$ cat src/acs_pkg.sv
package acs_pkg;

  // apb register offsets (byte addresses)
  localparam logic [7:0] CTRL_OFS     = 8'h00;
  localparam logic [7:0] STAT_OFS     = 8'h04;
  localparam logic [7:0] IRQ_STAT_OFS = 8'h08;
  localparam logic [7:0] IRQ_MASK_OFS = 8'h0C;

  // control register field positions
  localparam int CTRL_LAUNCH_BIT = 0;
  localparam int CTRL_TYPE_LSB   = 1;
  localparam int CTRL_SYS_BIT    = 3;
  localparam int CTRL_PM_LSB     = 4;

  // interrupt status bit positions
  localparam int IRQ_TIMEOUT_BIT = 0;
  localparam int IRQ_CAL_BIT     = 1;
  localparam int IRQ_CONV_BIT    = 2;
  localparam int IRQ_W           = 3;

  // values after reset
  localparam logic [IRQ_W-1:0] IRQ_MASK_RST = 3'h0;
  localparam logic [1:0]       EDGE_IDLE    = 2'h1;

  // clock rates
  localparam longint MCLK_KHZ = 4000;
  localparam longint CLK_MHZ  = 200;

  // times as specified, in ns
  localparam longint T_TIMEOUT_NS  = 32000000;
  localparam longint T_CAL_FULL_NS = 31250000;
  localparam longint T_CAL_GO_NS   = 6940000;
  localparam longint T_CAL_ONE_NS  = 3470000;
  localparam longint T_CONV_NS     = 4600;
  localparam longint T_WAKE_NS     = 5000;

  // derived counts: master clock cycles, or clk cycles for the wake-up
  localparam longint TIMEOUT_MCLK  = T_TIMEOUT_NS * MCLK_KHZ / 1000000;
  localparam longint CAL_FULL_MCLK = T_CAL_FULL_NS * MCLK_KHZ / 1000000;
  localparam longint CAL_GO_MCLK   = T_CAL_GO_NS * MCLK_KHZ / 1000000;
  localparam longint CAL_ONE_MCLK  = T_CAL_ONE_NS * MCLK_KHZ / 1000000;
  localparam longint CONV_MCLK     = T_CONV_NS * MCLK_KHZ / 1000000;
  localparam longint WAKE_CLKS     = (T_WAKE_NS * CLK_MHZ + 999) / 1000;

  typedef enum logic [1:0] {
    PM_NORMAL     = 2'b00,
    PM_PD_AFTER   = 2'b01,
    PM_FULL_PD    = 2'b10,
    PM_PART_AFTER = 2'b11
  } acs_pm_t;

  typedef enum logic [1:0] {
    CAL_FULL    = 2'b00,
    CAL_GAIN_OF = 2'b01,
    CAL_OFFSET  = 2'b10,
    CAL_GAIN    = 2'b11
  } acs_cal_t;

  typedef enum logic [3:0] {
    ST_PWR_IDLE  = 4'b0000,
    ST_TIMEOUT   = 4'b0001,
    ST_AUTO_WAIT = 4'b0010,
    ST_AUTO_CAL  = 4'b0011,
    ST_READY     = 4'b0100,
    ST_WAKE      = 4'b0101,
    ST_CONVERT   = 4'b0110,
    ST_SW_CAL    = 4'b0111
  } acs_state_t;

  typedef struct packed {
    logic        psel;
    logic        penable;
    logic        pwrite;
    logic [7:0]  paddr;
    logic [31:0] pwdata;
  } acs_apb_req_t;

  typedef struct packed {
    acs_pm_t  pm;
    logic     sys;
    acs_cal_t cal;
  } acs_ctrl_t;

endpackage

$ cat src/acs_sequencer.sv
// Our own choices: the APB slave port and the placing of the registers.
`timescale 1ns/100ps
// Behaviour
// (RQ1) software calibration starts only by a control write with the launch bit set
// (RQ2) full, gain+offset, single calibrations take fixed master clock counts
// (RQ3) first convert-start after power-on starts a 32 ms settling timeout
// (RQ4) that convert-start raises busy; busy falls once the timeout elapsed
// (RQ5) next convert-start runs auto full calibration; conversions follow
// (RQ6) convert-start pulses are ignored while busy is high
// (RQ7) control write before the auto calibration launches cancels it
// (RQ8) write during timeout keeps busy full length; next pulse converts
// (RQ9) control write during auto calibration does not abort it
// (RQ10) host should cancel auto calibration early with on-chip reference
// (RQ11) ready 5 us after waking from software power-down
// (RQ12) host picks partial power-down last if off beyond 100 ms
// (RQ13) power-down-after-conversion modes power only wake and conversion
// (RQ14) host recalibrates only when operating conditions change
// (RQ15) convert-start fall wakes, rise converts; host holds low 5 us
// (RQ16) power field: 00 normal, 01 off after, 10 off, 11 partial after
// (RQ17) software calibration raises busy at write end, drops it when done
// (RQ18) intervals are counted in master clock cycles; the wake-up interval is counted in clk cycles instead
module acs_sequencer
  import acs_pkg::*;
#(
  parameter int TW            = 17,
  parameter int TIMEOUT_CYC   = int'(TIMEOUT_MCLK),
  parameter int CAL_FULL_CYC  = int'(CAL_FULL_MCLK),
  parameter int CAL_GO_CYC    = int'(CAL_GO_MCLK),
  parameter int CAL_ONE_CYC   = int'(CAL_ONE_MCLK)
) (
  input  wire logic         clk,
  input  wire logic         reset_n,
  input  wire logic         clk_en,
  input  wire acs_apb_req_t apb_req,
  output logic [31:0]       prdata,
  output logic              pready,
  output logic              pslverr,
  input  wire logic         master_clock_input,
  input  wire logic         convert_start_n,
  output logic              busy,
  output logic              irq,
  output logic              conv_active,
  output logic              full_power_down,
  output logic              reference_on
);

  // register group
  acs_ctrl_t        ctrl_reg,      ctrl_next;
  logic [IRQ_W-1:0] irq_stat_reg,  irq_stat_next;
  logic [IRQ_W-1:0] irq_mask_reg,  irq_mask_next;
  logic [31:0]      prdata_reg,    prdata_next;
  logic             pready_reg,    pready_next;
  logic             pslverr_reg,   pslverr_next;
  logic             irq_reg,       irq_next;

  // sequencer group
  acs_state_t       state_reg,     state_next;
  logic             autocal_reg,   autocal_next;
  logic             powered_reg,   powered_next;
  logic             busy_reg,      busy_next;
  logic             conv_reg,      conv_next;
  logic             fullpd_reg,    fullpd_next;
  logic             refon_reg,     refon_next;

  // helpers
  logic [1:0]       rise;
  logic [1:0]       fall;
  logic             mt_load;
  logic [TW-1:0]    mt_value;
  logic             mt_done;
  logic             wk_load;
  logic             wk_running;
  logic             wk_done;
  logic             acc_wr;
  logic             wr_ctrl;
  logic             launch;
  logic             conv_rise;
  logic             conv_fall;
  logic [IRQ_W-1:0] events;
  acs_ctrl_t        wr_fields;

  // interval length for each calibration type
  function automatic logic [TW-1:0] cal_cycles(input acs_cal_t t);
    case (t)
      CAL_FULL:    cal_cycles = TW'(CAL_FULL_CYC); // RQ2
      CAL_GAIN_OF: cal_cycles = TW'(CAL_GO_CYC); // RQ2
      default:     cal_cycles = TW'(CAL_ONE_CYC); // RQ2
    endcase
  endfunction

  // true for states that hold busy high
  function automatic logic is_busy(input acs_state_t s);
    is_busy = (s == ST_TIMEOUT) || (s == ST_AUTO_CAL) || (s == ST_WAKE) ||
              (s == ST_CONVERT) || (s == ST_SW_CAL);
  endfunction

  // edges of convert-start (bit 0) and master clock (bit 1)
  acs_edge_detect #(
    .N    (2),
    .IDLE (EDGE_IDLE)
  ) u_edges (
    .clk      (clk),
    .reset_n  (reset_n),
    .clk_en   (clk_en),
    .level_in ({master_clock_input, convert_start_n}),
    .rise     (rise),
    .fall     (fall)
  );

  // timeout, calibration and conversion timer in master clock cycles
  acs_interval_timer #(
    .TW (TW)
  ) u_mclk_timer (
    .clk        (clk),
    .reset_n    (reset_n),
    .clk_en     (clk_en),
    .load       (mt_load),
    .load_value (mt_value),
    .tick       (rise[1]), // RQ18
    .running    (),
    .done       (mt_done)
  );

  // wake-up timer in system clock cycles
  acs_interval_timer #(
    .TW (TW)
  ) u_wake_timer (
    .clk        (clk),
    .reset_n    (reset_n),
    .clk_en     (clk_en),
    .load       (wk_load),
    .load_value (TW'(WAKE_CLKS)),
    .tick       (1'b1),
    .running    (wk_running),
    .done       (wk_done)
  );

  // bus decode; a write takes effect at the access edge with pready high
  assign acc_wr    = clk_en & apb_req.psel & apb_req.penable &
                     apb_req.pwrite & pready_reg;
  assign wr_ctrl   = acc_wr & (apb_req.paddr == CTRL_OFS);
  assign launch    = wr_ctrl & apb_req.pwdata[CTRL_LAUNCH_BIT]; // RQ1
  assign wr_fields = apb_req.pwdata[CTRL_PM_LSB+1:CTRL_TYPE_LSB];
  // convert-start pulse acts at its falling and rising edges, both masked when busy
  assign conv_rise = rise[0] & ~busy_reg; // RQ6
  assign conv_fall = fall[0] & ~busy_reg; // RQ6

  // sequencer next state
  always_comb begin
    state_next   = state_reg;
    autocal_next = autocal_reg;
    powered_next = powered_reg;
    mt_load      = 1'b0;
    mt_value     = TW'(CONV_MCLK);
    wk_load      = 1'b0;
    events       = '0;
    if (clk_en) begin
      if (wk_done) begin
        powered_next = 1'b1; // RQ11
      end
      case (state_reg)
        ST_PWR_IDLE: begin
          if (wr_ctrl) begin
            autocal_next = 1'b0; // RQ7
            state_next   = ST_READY;
            if (launch) begin
              mt_load    = 1'b1;
              mt_value   = cal_cycles(wr_fields.cal);
              state_next = ST_SW_CAL; // RQ17
            end
          end else if (conv_rise) begin
            mt_load    = 1'b1;
            mt_value   = TW'(TIMEOUT_CYC); // RQ3
            state_next = ST_TIMEOUT; // RQ4
          end
        end
        ST_TIMEOUT: begin
          if (wr_ctrl) begin
            autocal_next = 1'b0; // RQ8
          end
          if (mt_done) begin
            events[IRQ_TIMEOUT_BIT] = 1'b1;
            state_next = (autocal_reg && !wr_ctrl) ? ST_AUTO_WAIT
                                                   : ST_READY; // RQ8
          end
        end
        ST_AUTO_WAIT: begin
          if (wr_ctrl) begin
            autocal_next = 1'b0; // RQ7
            state_next   = ST_READY;
            if (launch) begin
              mt_load    = 1'b1;
              mt_value   = cal_cycles(wr_fields.cal);
              state_next = ST_SW_CAL; // RQ17
            end
          end else if (conv_rise) begin
            autocal_next = 1'b0;
            mt_load      = 1'b1;
            mt_value     = TW'(CAL_FULL_CYC);
            state_next   = ST_AUTO_CAL; // RQ5
          end
        end
        ST_AUTO_CAL: begin
          // control writes only update fields here
          if (mt_done) begin // RQ9
            events[IRQ_CAL_BIT] = 1'b1;
            state_next = ST_READY; // RQ5
          end
        end
        ST_READY: begin
          if (launch) begin
            powered_next = 1'b1;
            mt_load      = 1'b1;
            mt_value     = cal_cycles(wr_fields.cal);
            state_next   = ST_SW_CAL; // RQ17
          end else if (ctrl_reg.pm == PM_FULL_PD) begin
            powered_next = 1'b0; // RQ16
          end else if (conv_rise) begin
            if (powered_reg) begin
              mt_load    = 1'b1;
              state_next = ST_CONVERT; // RQ5
            end else begin
              wk_load    = !wk_running;
              state_next = ST_WAKE; // RQ15
            end
          end else if (conv_fall && !powered_reg && !wk_running) begin
            wk_load = 1'b1; // RQ15
          end else if (ctrl_reg.pm == PM_NORMAL && !powered_reg &&
                       !wk_running) begin
            wk_load = 1'b1; // RQ11
          end
        end
        ST_WAKE: begin
          if (wk_done) begin
            mt_load    = 1'b1;
            state_next = ST_CONVERT; // RQ11
          end
        end
        ST_CONVERT: begin
          if (mt_done) begin
            events[IRQ_CONV_BIT] = 1'b1;
            state_next = ST_READY;
            if (ctrl_reg.pm == PM_PD_AFTER ||
                ctrl_reg.pm == PM_PART_AFTER) begin
              powered_next = 1'b0; // RQ13
            end
          end
        end
        ST_SW_CAL: begin
          if (mt_done) begin
            events[IRQ_CAL_BIT] = 1'b1;
            state_next = ST_READY; // RQ17
          end
        end
        default: begin
          state_next = ST_PWR_IDLE;
        end
      endcase
    end
  end

  // registered outputs follow the next state
  always_comb begin
    busy_next   = is_busy(state_next); // RQ4
    conv_next   = (state_next == ST_CONVERT);
    fullpd_next = !powered_next && ctrl_reg.pm != PM_PART_AFTER; // RQ16
    refon_next  = powered_next || ctrl_reg.pm == PM_PART_AFTER; // RQ16
  end

  always_ff @(posedge clk) begin
    if (!reset_n) begin
      state_reg   <= ST_PWR_IDLE;
      autocal_reg <= 1'b1;
      powered_reg <= 1'b1;
      busy_reg    <= 1'b0;
      conv_reg    <= 1'b0;
      fullpd_reg  <= 1'b0;
      refon_reg   <= 1'b1;
    end else begin
      state_reg   <= state_next;
      autocal_reg <= autocal_next;
      powered_reg <= powered_next;
      busy_reg    <= busy_next;
      conv_reg    <= conv_next;
      fullpd_reg  <= fullpd_next;
      refon_reg   <= refon_next;
    end
  end

  // register file, bus answer and interrupt
  always_comb begin
    ctrl_next     = ctrl_reg;
    irq_mask_next = irq_mask_reg;
    irq_stat_next = irq_stat_reg;
    prdata_next   = prdata_reg;
    pready_next   = pready_reg;
    pslverr_next  = pslverr_reg;
    irq_next      = irq_reg;
    if (clk_en) begin
      // no wait state: answer prepared during the setup cycle
      pready_next  = apb_req.psel & ~apb_req.penable;
      pslverr_next = 1'b0;
      prdata_next  = '0;
      if (apb_req.psel && !apb_req.penable) begin
        case (apb_req.paddr)
          CTRL_OFS:     prdata_next[CTRL_PM_LSB+1:CTRL_TYPE_LSB] = ctrl_reg;
          STAT_OFS:     prdata_next[6:0] = {autocal_reg, powered_reg,
                                            state_reg, busy_reg};
          IRQ_STAT_OFS: prdata_next[IRQ_W-1:0] = irq_stat_reg;
          IRQ_MASK_OFS: prdata_next[IRQ_W-1:0] = irq_mask_reg;
          default:      pslverr_next = 1'b1;
        endcase
      end
      if (wr_ctrl) begin
        ctrl_next = wr_fields; // RQ1
      end
      if (acc_wr && apb_req.paddr == IRQ_MASK_OFS) begin
        irq_mask_next = apb_req.pwdata[IRQ_W-1:0];
      end
      // write one to clear; a same-cycle event wins
      if (acc_wr && apb_req.paddr == IRQ_STAT_OFS) begin
        irq_stat_next = irq_stat_reg & ~apb_req.pwdata[IRQ_W-1:0];
      end
      irq_stat_next = irq_stat_next | events;
      irq_next      = |(irq_stat_next & irq_mask_next);
    end
  end

  always_ff @(posedge clk) begin
    if (!reset_n) begin
      ctrl_reg     <= '0;
      irq_stat_reg <= '0;
      irq_mask_reg <= IRQ_MASK_RST;
      prdata_reg   <= '0;
      pready_reg   <= 1'b0;
      pslverr_reg  <= 1'b0;
      irq_reg      <= 1'b0;
    end else begin
      ctrl_reg     <= ctrl_next;
      irq_stat_reg <= irq_stat_next;
      irq_mask_reg <= irq_mask_next;
      prdata_reg   <= prdata_next;
      pready_reg   <= pready_next;
      pslverr_reg  <= pslverr_next;
      irq_reg      <= irq_next;
    end
  end

  assign prdata          = prdata_reg;
  assign pready          = pready_reg;
  assign pslverr         = pslverr_reg;
  assign busy            = busy_reg;
  assign irq             = irq_reg;
  assign conv_active     = conv_reg;
  assign full_power_down = fullpd_reg;
  assign reference_on    = refon_reg;

endmodule

$ cat src/acs_edge_detect.sv
`timescale 1ns/100ps
module acs_edge_detect #(
  parameter int           N    = 2,
  parameter logic [N-1:0] IDLE = '0
) (
  input  wire logic         clk,
  input  wire logic         reset_n,
  input  wire logic         clk_en,
  input  wire logic [N-1:0] level_in,
  output logic      [N-1:0] rise,
  output logic      [N-1:0] fall
);

  logic [N-1:0] prev_reg;
  logic [N-1:0] prev_next;

  // one edge detector per input line
  for (genvar i = 0; i < N; i++) begin : g_edge
    assign rise[i]      = clk_en & level_in[i] & ~prev_reg[i];
    assign fall[i]      = clk_en & ~level_in[i] & prev_reg[i];
    assign prev_next[i] = clk_en ? level_in[i] : prev_reg[i];
  end

  // previous level, idle value after reset
  always_ff @(posedge clk) begin
    if (!reset_n) begin
      prev_reg <= IDLE;
    end else begin
      prev_reg <= prev_next;
    end
  end

endmodule

$ cat src/acs_interval_timer.sv
`timescale 1ns/100ps
module acs_interval_timer #(
  parameter int TW = 17
) (
  input  wire logic          clk,
  input  wire logic          reset_n,
  input  wire logic          clk_en,
  input  wire logic          load,
  input  wire logic [TW-1:0] load_value,
  input  wire logic          tick,
  output logic               running,
  output logic               done
);

  logic [TW-1:0] cnt_reg;
  logic [TW-1:0] cnt_next;
  logic          done_reg;
  logic          done_next;

  // count down one per tick; done pulses after the last tick
  always_comb begin
    cnt_next  = cnt_reg;
    done_next = 1'b0;
    if (clk_en) begin
      if (load) begin
        cnt_next = load_value;
      end else if (tick && cnt_reg != '0) begin
        cnt_next  = cnt_reg - TW'(1);
        done_next = (cnt_reg == TW'(1));
      end
    end else begin
      done_next = done_reg;
    end
  end

  always_ff @(posedge clk) begin
    if (!reset_n) begin
      cnt_reg  <= '0;
      done_reg <= 1'b0;
    end else begin
      cnt_reg  <= cnt_next;
      done_reg <= done_next;
    end
  end

  assign running = (cnt_reg != '0);
  assign done    = done_reg & clk_en;

endmodule

$ cat config.mk
export PLATFORM = sky130hd
export DESIGN_NAME = acs_sequencer
export DESIGN_NICKNAME = d
export VERILOG_FILES = /design/src/acs_pkg.sv /design/src/acs_sequencer.sv /design/src/acs_edge_detect.sv /design/src/acs_interval_timer.sv
export SDC_FILE = /design/constraint.sdc
export NUM_CORES = 1
export LEC_CHECK = 0
export BUFFER_PORTS_ARGS = -buffer_cell sky130_fd_sc_hd__buf_2
export CAP_MARGIN = 40
export CORE_MARGIN = 1.5
export CORE_UTILIZATION = 55
export CTS_BUF_LIST = sky130_fd_sc_hd__clkbuf_4 sky130_fd_sc_hd__clkbuf_8
export CTS_CLUSTER_DIAMETER = 120
export DETAILED_ROUTE_END_ITERATION = 8
export GPL_TIMING_DRIVEN = 0
export PLACE_DENSITY = 0.79
export SLEW_MARGIN = 20
export SYNTH_ARGS = -nofsm -noshare
export SYNTH_HDL_FRONTEND = slang
export SYNTH_HIERARCHICAL = 1
export SYNTH_SLANG_ARGS = --single-unit
$ cat constraint.sdc
create_clock -name clk -period 3.6 [get_ports clk]
set_clock_uncertainty 0.2 [all_clocks]
set_input_delay 0.18 -clock clk [delete_from_list [all_inputs] [get_ports clk]]
set_output_delay 0.18 -clock clk [all_outputs]
set_load 0.005 [all_outputs]
==> results of run 1 <==
==> layout by cell type (no fill, tap or decap), drive strengths merged, types with 13 or more instances in the layout <==
cell type / count
nor2: 64
conb: 54
inv: 19
clkbuf: 40
buf: 68
nor4: 16
dfxtp: 69
nand2: 76
o21ai: 32
nor3: 22
nand3: 18
a21oi: 40
or4: 13
==> worst paths after layout <==
path	end	slack, ns	cells past startpoint
hold / removal	irq_mask_reg[0]$_SDFFE_PN0P_	0.02	3
setup / recovery	u_wake_timer/cnt_reg[16]$_SDFFE_PN0P_	0.16	13
setup reg to reg	u_wake_timer/cnt_reg[16]$_SDFFE_PN0P_	0.16	13
hold reg to reg	u_wake_timer/done_reg$_SDFFE_PN0P_	0.25	2
==> power groups by stage <==
stage / clock network, mW / logic, mW / registers (mW)
5_1_grt: 0.698 / 1.80 / 1.02
6_report: 0.655 / 1.64 / 1.01
3_3_place_gp: 0 / 1.54 / 1.01
2_1_floorplan: 0 / 1.29 / 0.994
4_1_cts: 0.665 / 1.60 / 1.00
3_5_place_dp: 0 / 1.58 / 1.02
==> routing by layer <==
layer  routed length (um)  up-vias  global-route usage
met5                    0        -                   0
met4                  350        0               0.137
met3                 1080       35              0.0439
met2                 5990      222               0.443
met1                 5590     2253               0.401
li1                     -     2365                   -
==> critical path: cells and delay by family (launching register included) <==
family	cells	cell delay, ns
AO/OA/AOI/OAI	1	0.27
buffers and inverters	4	0.82
flip-flops	1	0.31
AND/OR/NAND/NOR	8	1.73
==> metrics by stage <==
stage               area, um2  TNS [ns]  instances  hold WS, ns
floorplan                4920         0        657       0.0419
global placement         5210    -0.119        794        0.206
detailed placement       5210    -0.623        794        0.219
CTS                      5500         0        819      0.00227
global route             5500         0        819       0.0620
finish                   5500         0        819       0.0156
==> area by class of cell <==
type,count,share of cell area
multi-input cells,504,0.561
clock inverters,7,0.0134
plain buffers,67,0.0707
well taps,105,0.0239
clock buffers,9,0.0225
inverters,17,0.0116
repair buffers,41,0.0455
flip-flops and latches,69,0.251
==> timing repair <==
action,4_1_cts,5_1_grt
hold endpoints to repair,8,0
hold buffers,9,0
resized for setup,0,2
setup endpoints to repair,0,14
==> flow_metrics.env, run 1 <==
export IMPL_outcome="completed"
export IMPL_netlist_instances=605
export IMPL_fin_ws_ns=0.161
export IMPL_drc=0
export IMPL_dieArea_um2=9150
export IMPL_critPathRequiredTime_ns=3.65
export IMPL_hpwl_mm=9.31
export IMPL_cp_cell_sequence="buf_6 > nor4_4 > nand2_2 > nor3_1 > nand3_1 > nand3b_1 > nor4_1 > clkbuf_1 > inv_1 > nor2_2 > nor2_4 > buf_6 > o32ai_1"
export IMPL_fp_dieH_um=95.6
export IMPL_initial_core_util=0.572
export IMPL_hp_start="apb_req[0]"
export IMPL_preCtsSetupSlack_ns=-0.111
export IMPL_ctsRootBufferMaster="clkbuf_8"
export IMPL_rsz0062_at_grt="false"
export IMPL_maxCapViolCount=0
export IMPL_critPathMaxFanout=10
export IMPL_slew_headroom=0.459
export IMPL_layout_min_cycle_time_ns=3.44
export IMPL_port_buffers=32
export IMPL_pwr_density_cell_nw_per_um2=599
export IMPL_drt_wl_total_mm=13.0
export IMPL_final_antenna_net_count=0
export IMPL_critPathCaptureType="flip-flop"
export IMPL_htreeDepth=3
export IMPL_p_int_mw=1.89
export IMPL_cts_tree="done"
export IMPL_antenna_found_initial=0
export IMPL_power_frac_comb=0.496
export IMPL_final_nets=761
export IMPL_io_pins=87
export IMPL_drt_iter0_markers=283
export IMPL_cts_buffers=9
export IMPL_ys_warn_count=6
export IMPL_worstSetupPathType="flip-flop to flip-flop"
export IMPL_grtUsageTotal=0.291
export IMPL_clk_latency_ns=0.35
export IMPL_setup_viol=0
export IMPL_fillers=729
export IMPL_r2r_start="u_wake_timer/cnt_reg[11]$_SDFFE_PN0P_"
export IMPL_critPathLaunch="u_wake_timer/cnt_reg[11]$_SDFFE_PN0P_"
export IMPL_cp_common_cell="buf_6"
export IMPL_timing_final_crit_share=0.955
export IMPL_core_area_um2=8260
export IMPL_final_hold_viol_count=0
export IMPL_crit_path_top_delay_cell="nor4_4"
export IMPL_hold_class="primary input to flip-flop"
export IMPL_area_delta_synth_final_pct=16.5
export IMPL_power_frac_seq=0.305
export IMPL_clkPwrFrac=0.199
export IMPL_synth_area_per_cell_um2=7.80
export IMPL_die_x_um=95.6
export IMPL_final_seq_area_um2=1380
export IMPL_postCtsSetupBuffers=0
export IMPL_cts_buffer_depth=2
export IMPL_drive_gt1_frac=0.185
export IMPL_fp_row_count=33
export IMPL_critPathMaxStageDelay_ns=0.37
export IMPL_power_leakage_nw=2.27
export IMPL_clock_fmax_mhz=291
export IMPL_wl_per_cell_um=15.9
export IMPL_multi_input_comb_area_um2=3090
export IMPL_arrival_ns=3.49
export IMPL_p_total_mw=3.30
export IMPL_ir_drop_mv=0.571
export IMPL_grt_pass1_vias=4291
export IMPL_p_sw_frac=0.426
export IMPL_start_kind="flip-flop"
export IMPL_postLayoutCoreUtil=0.666
export IMPL_p_sw_mw=1.40
export IMPL_vias=4875
export IMPL_grt_pass1_wl_mm=20.7
export IMPL_clkTransAtPathRegs_ns=0.09
export IMPL_vias_per_cell=5.95
export IMPL_drv_slew=0
export IMPL_worst_slew_pin_slew_ns=0.805
export IMPL_grt_max_degree=15
export IMPL_synth_cell_area_um2=4720
export IMPL_cts_sinks=69
export IMPL_first_pass_iters=5
export IMPL_n_antenna_cell=0
export IMPL_grt_ovfl_total=0
export IMPL_gp_congestion=0.927
(Power assumes the default switching activity.)
==> inputs of run 2 (changes only) <==
BUFFER_PORTS_ARGS = unset   (was -buffer_cell sky130_fd_sc_hd__buf_2)
DONT_BUFFER_PORTS = 1   (was unset)
PLACE_DENSITY = 0.7   (was 0.79)
==> run 2 against run 1 <==
Final area down 1.1%. Global-route usage grew 1.8 points. Sequential share of layout area up 0.28 points. Total power rose by 3.9%. Cell count fell by 3.3%. Utilization fell by 0.73 points. Critical path type unchanged. Largest power group unchanged. Highest routed layer unchanged.
==> flow_metrics.env, run 2 (same netlist as run 1, synthesis figures left out) <==
export IMPL_grt_max_degree=13
export IMPL_power_leakage_nw=2.16
export IMPL_critPathMaxFanout=10
export IMPL_fin_tns_setup_ns=0
export IMPL_postCtsSetupBuffers=0
export IMPL_final_hold_viol_count=0
export IMPL_wl_per_cell_um=16.9
export IMPL_slew_headroom=0.396
export IMPL_cts_tree="done"
export IMPL_r2r_slack_ns=0.25
export IMPL_postLayoutCoreUtil=0.659
export IMPL_hold_class="primary input to flip-flop"
export IMPL_critPathMaxStageDelay_ns=0.36
export IMPL_die_x_um=95.6
export IMPL_ctsRootBufferMaster="clkbuf_8"
export IMPL_multi_input_comb_area_um2=3090
export IMPL_core_area_um2=8260
export IMPL_hpwl_mm=9.34
export IMPL_drc=0
export IMPL_layout_min_cycle_time_ns=3.35
export IMPL_antenna_found_initial=0
export IMPL_fp_dieH_um=95.6
export IMPL_ir_drop_mv=0.567
export IMPL_worst_slew_pin_slew_ns=0.899
export IMPL_outcome="completed"
export IMPL_n_antenna_cell=0
export IMPL_timing_final_crit_share=0.930
export IMPL_worstPathBufferInverterCount=4
export IMPL_cts_buffer_depth=2
export IMPL_htreeDepth=3
export IMPL_critPathCaptureType="flip-flop"
export IMPL_area_delta_synth_final_pct=15.2
export IMPL_maxCapViolCount=0
export IMPL_cp_common_cell="buf_6"
export IMPL_layout_cells_non_filler=792
export IMPL_cts_buffers=9
export IMPL_setup_viol=0
export IMPL_rsz0062_at_grt="false"
export IMPL_layout_common_cells="nand2_1, dfxtp_1, nor2_1"
export IMPL_drv_slew=0
export IMPL_grt_pass1_wl_mm=21.9
export IMPL_r2r_start="u_wake_timer/cnt_reg[11]$_SDFFE_PN0P_"
export IMPL_vias_per_cell=6.07
export IMPL_hp_start="reset_n"
export IMPL_start_kind="flip-flop"
export IMPL_drt_iter0_markers=412
export IMPL_io_pins=87
export IMPL_hold_path_cell_count=3
export IMPL_worstSetupPathType="flip-flop to flip-flop"
export IMPL_fin_area_um2=5440
export IMPL_layout_commonest_cell="nand2_1"
export IMPL_clkTransAtPathRegs_ns=0.08
export IMPL_grt_pass1_vias=4351
export IMPL_drt_wl_total_mm=13.4
export IMPL_dieArea_um2=9150
export IMPL_min_to="u_wake_timer/cnt_reg[7]$_SDFFE_PN0P_"
export IMPL_vias=4808
export IMPL_hold_ws_ns=0.0140
export IMPL_critPathRequiredTime_ns=3.66
export IMPL_grtUsageTotal=0.309
export IMPL_first_pass_iters=5
export IMPL_drive_gt1_frac=0.146
export IMPL_gp_congestion=0.965
export IMPL_r2r_end="u_wake_timer/cnt_reg[16]$_SDFFE_PN0P_"
export IMPL_initial_core_util=0.572
export IMPL_final_antenna_net_count=0
export IMPL_cp_cell_sequence="buf_6 > nor4_4 > nand2_2 > nor3_1 > nand3_1 > nand3b_1 > nor4_1 > clkbuf_1 > inv_1 > nor2_2 > nor2_4 > buf_6 > o32ai_1"
export IMPL_r2r_cells=13
export IMPL_clk_latency_ns=0.35
export IMPL_place_area_um2=5050
export IMPL_crit_path_top_delay_cell="nor4_4"
export IMPL_crit_family="simple AND/OR/NAND/NOR gates"
export IMPL_clock_fmax_mhz=299
export IMPL_dp_cells=762
export IMPL_arrival_ns=3.41
export IMPL_fp_row_count=33
export IMPL_cts_sinks=69
export IMPL_pwr_density_cell_nw_per_um2=630
export IMPL_fillers=746
export IMPL_final_seq_area_um2=1380
export IMPL_grt_ovfl_total=0
export IMPL_port_buffers=0
export IMPL_final_nets=734
run 2: cell count changes in the layout (fill, tap and decap cells not counted), moves of 2 or more:
cell	delta
buf_2	-32
dlygate4sd3_1	+5
bufinv_16	+2
inv_6	-2
run 2: how the worst max path moves through the flow:
stage	slack, ns	end	startpoint	depth (start not counted)
2_1_floorplan	0.51	u_mclk_timer/cnt_reg[14]$_SDFFE_PN0P_	apb_req[33]	12
3_3_place_gp	-0.05	u_mclk_timer/cnt_reg[16]$_SDFFE_PN0P_	apb_req[33]	12
3_5_place_dp	-0.04	u_mclk_timer/cnt_reg[16]$_SDFFE_PN0P_	apb_req[33]	12
4_1_cts	0.21	u_mclk_timer/cnt_reg[16]$_SDFFE_PN0P_	pready$_SDFFE_PN0P_	12
5_1_grt	0.04	u_mclk_timer/cnt_reg[16]$_SDFFE_PN0P_	pready$_SDFFE_PN0P_	12
6_report	0.25	u_wake_timer/cnt_reg[16]$_SDFFE_PN0P_	u_wake_timer/cnt_reg[11]$_SDFFE_PN0P_	13
run 2: area by class of cell:
type                    instances  area share
clock buffers                  10      0.0253
inverters                      17      0.0117
repair buffers                 14      0.0258
flip-flops and latches         69       0.254
well taps                     105      0.0241
clock inverters                 6      0.0202
plain buffers                  67      0.0715
multi-input cells             504       0.567
run 2: worst min-delay path: stages:
cell and delay (ns):
clkbuf_1 0.18, nand2_1 0.10, o22ai_1 0.06
run 2: repair_timing:
| action | CTS | global route |
|---|---|---|
| endpoints found under the setup margin | 0 | 11 |
| hold endpoints to repair | 25 | 0 |
| resized for setup | 0 | 2 |
| hold buffers | 14 | 0 |
run 2: layer usage:
layer / share of wire / track usage / vias up
met2: 0.46 / 0.492 / 230
li1: - / - / 2304
met5: 0 / 0 / -
met4: 0.026 / 0.0993 / 0
met3: 0.071 / 0.0542 / 34
met1: 0.45 / 0.421 / 2240
run 2: through the flow:
stage	worst slack [ns]	total power [mW]
6_report	0.252	3.43
5_1_grt	0.0392	3.64
4_1_cts	0.211	3.39
3_5_place_dp	-0.0364	2.57
3_3_place_gp	-0.0518	2.55
2_1_floorplan	0.508	2.28
run 2: report_power, final:
group,switching [mW],total (mW),internal (mW)
registers,0.145,1.01,0.870
clock network,0.319,0.796,0.478
logic,0.921,1.62,0.694
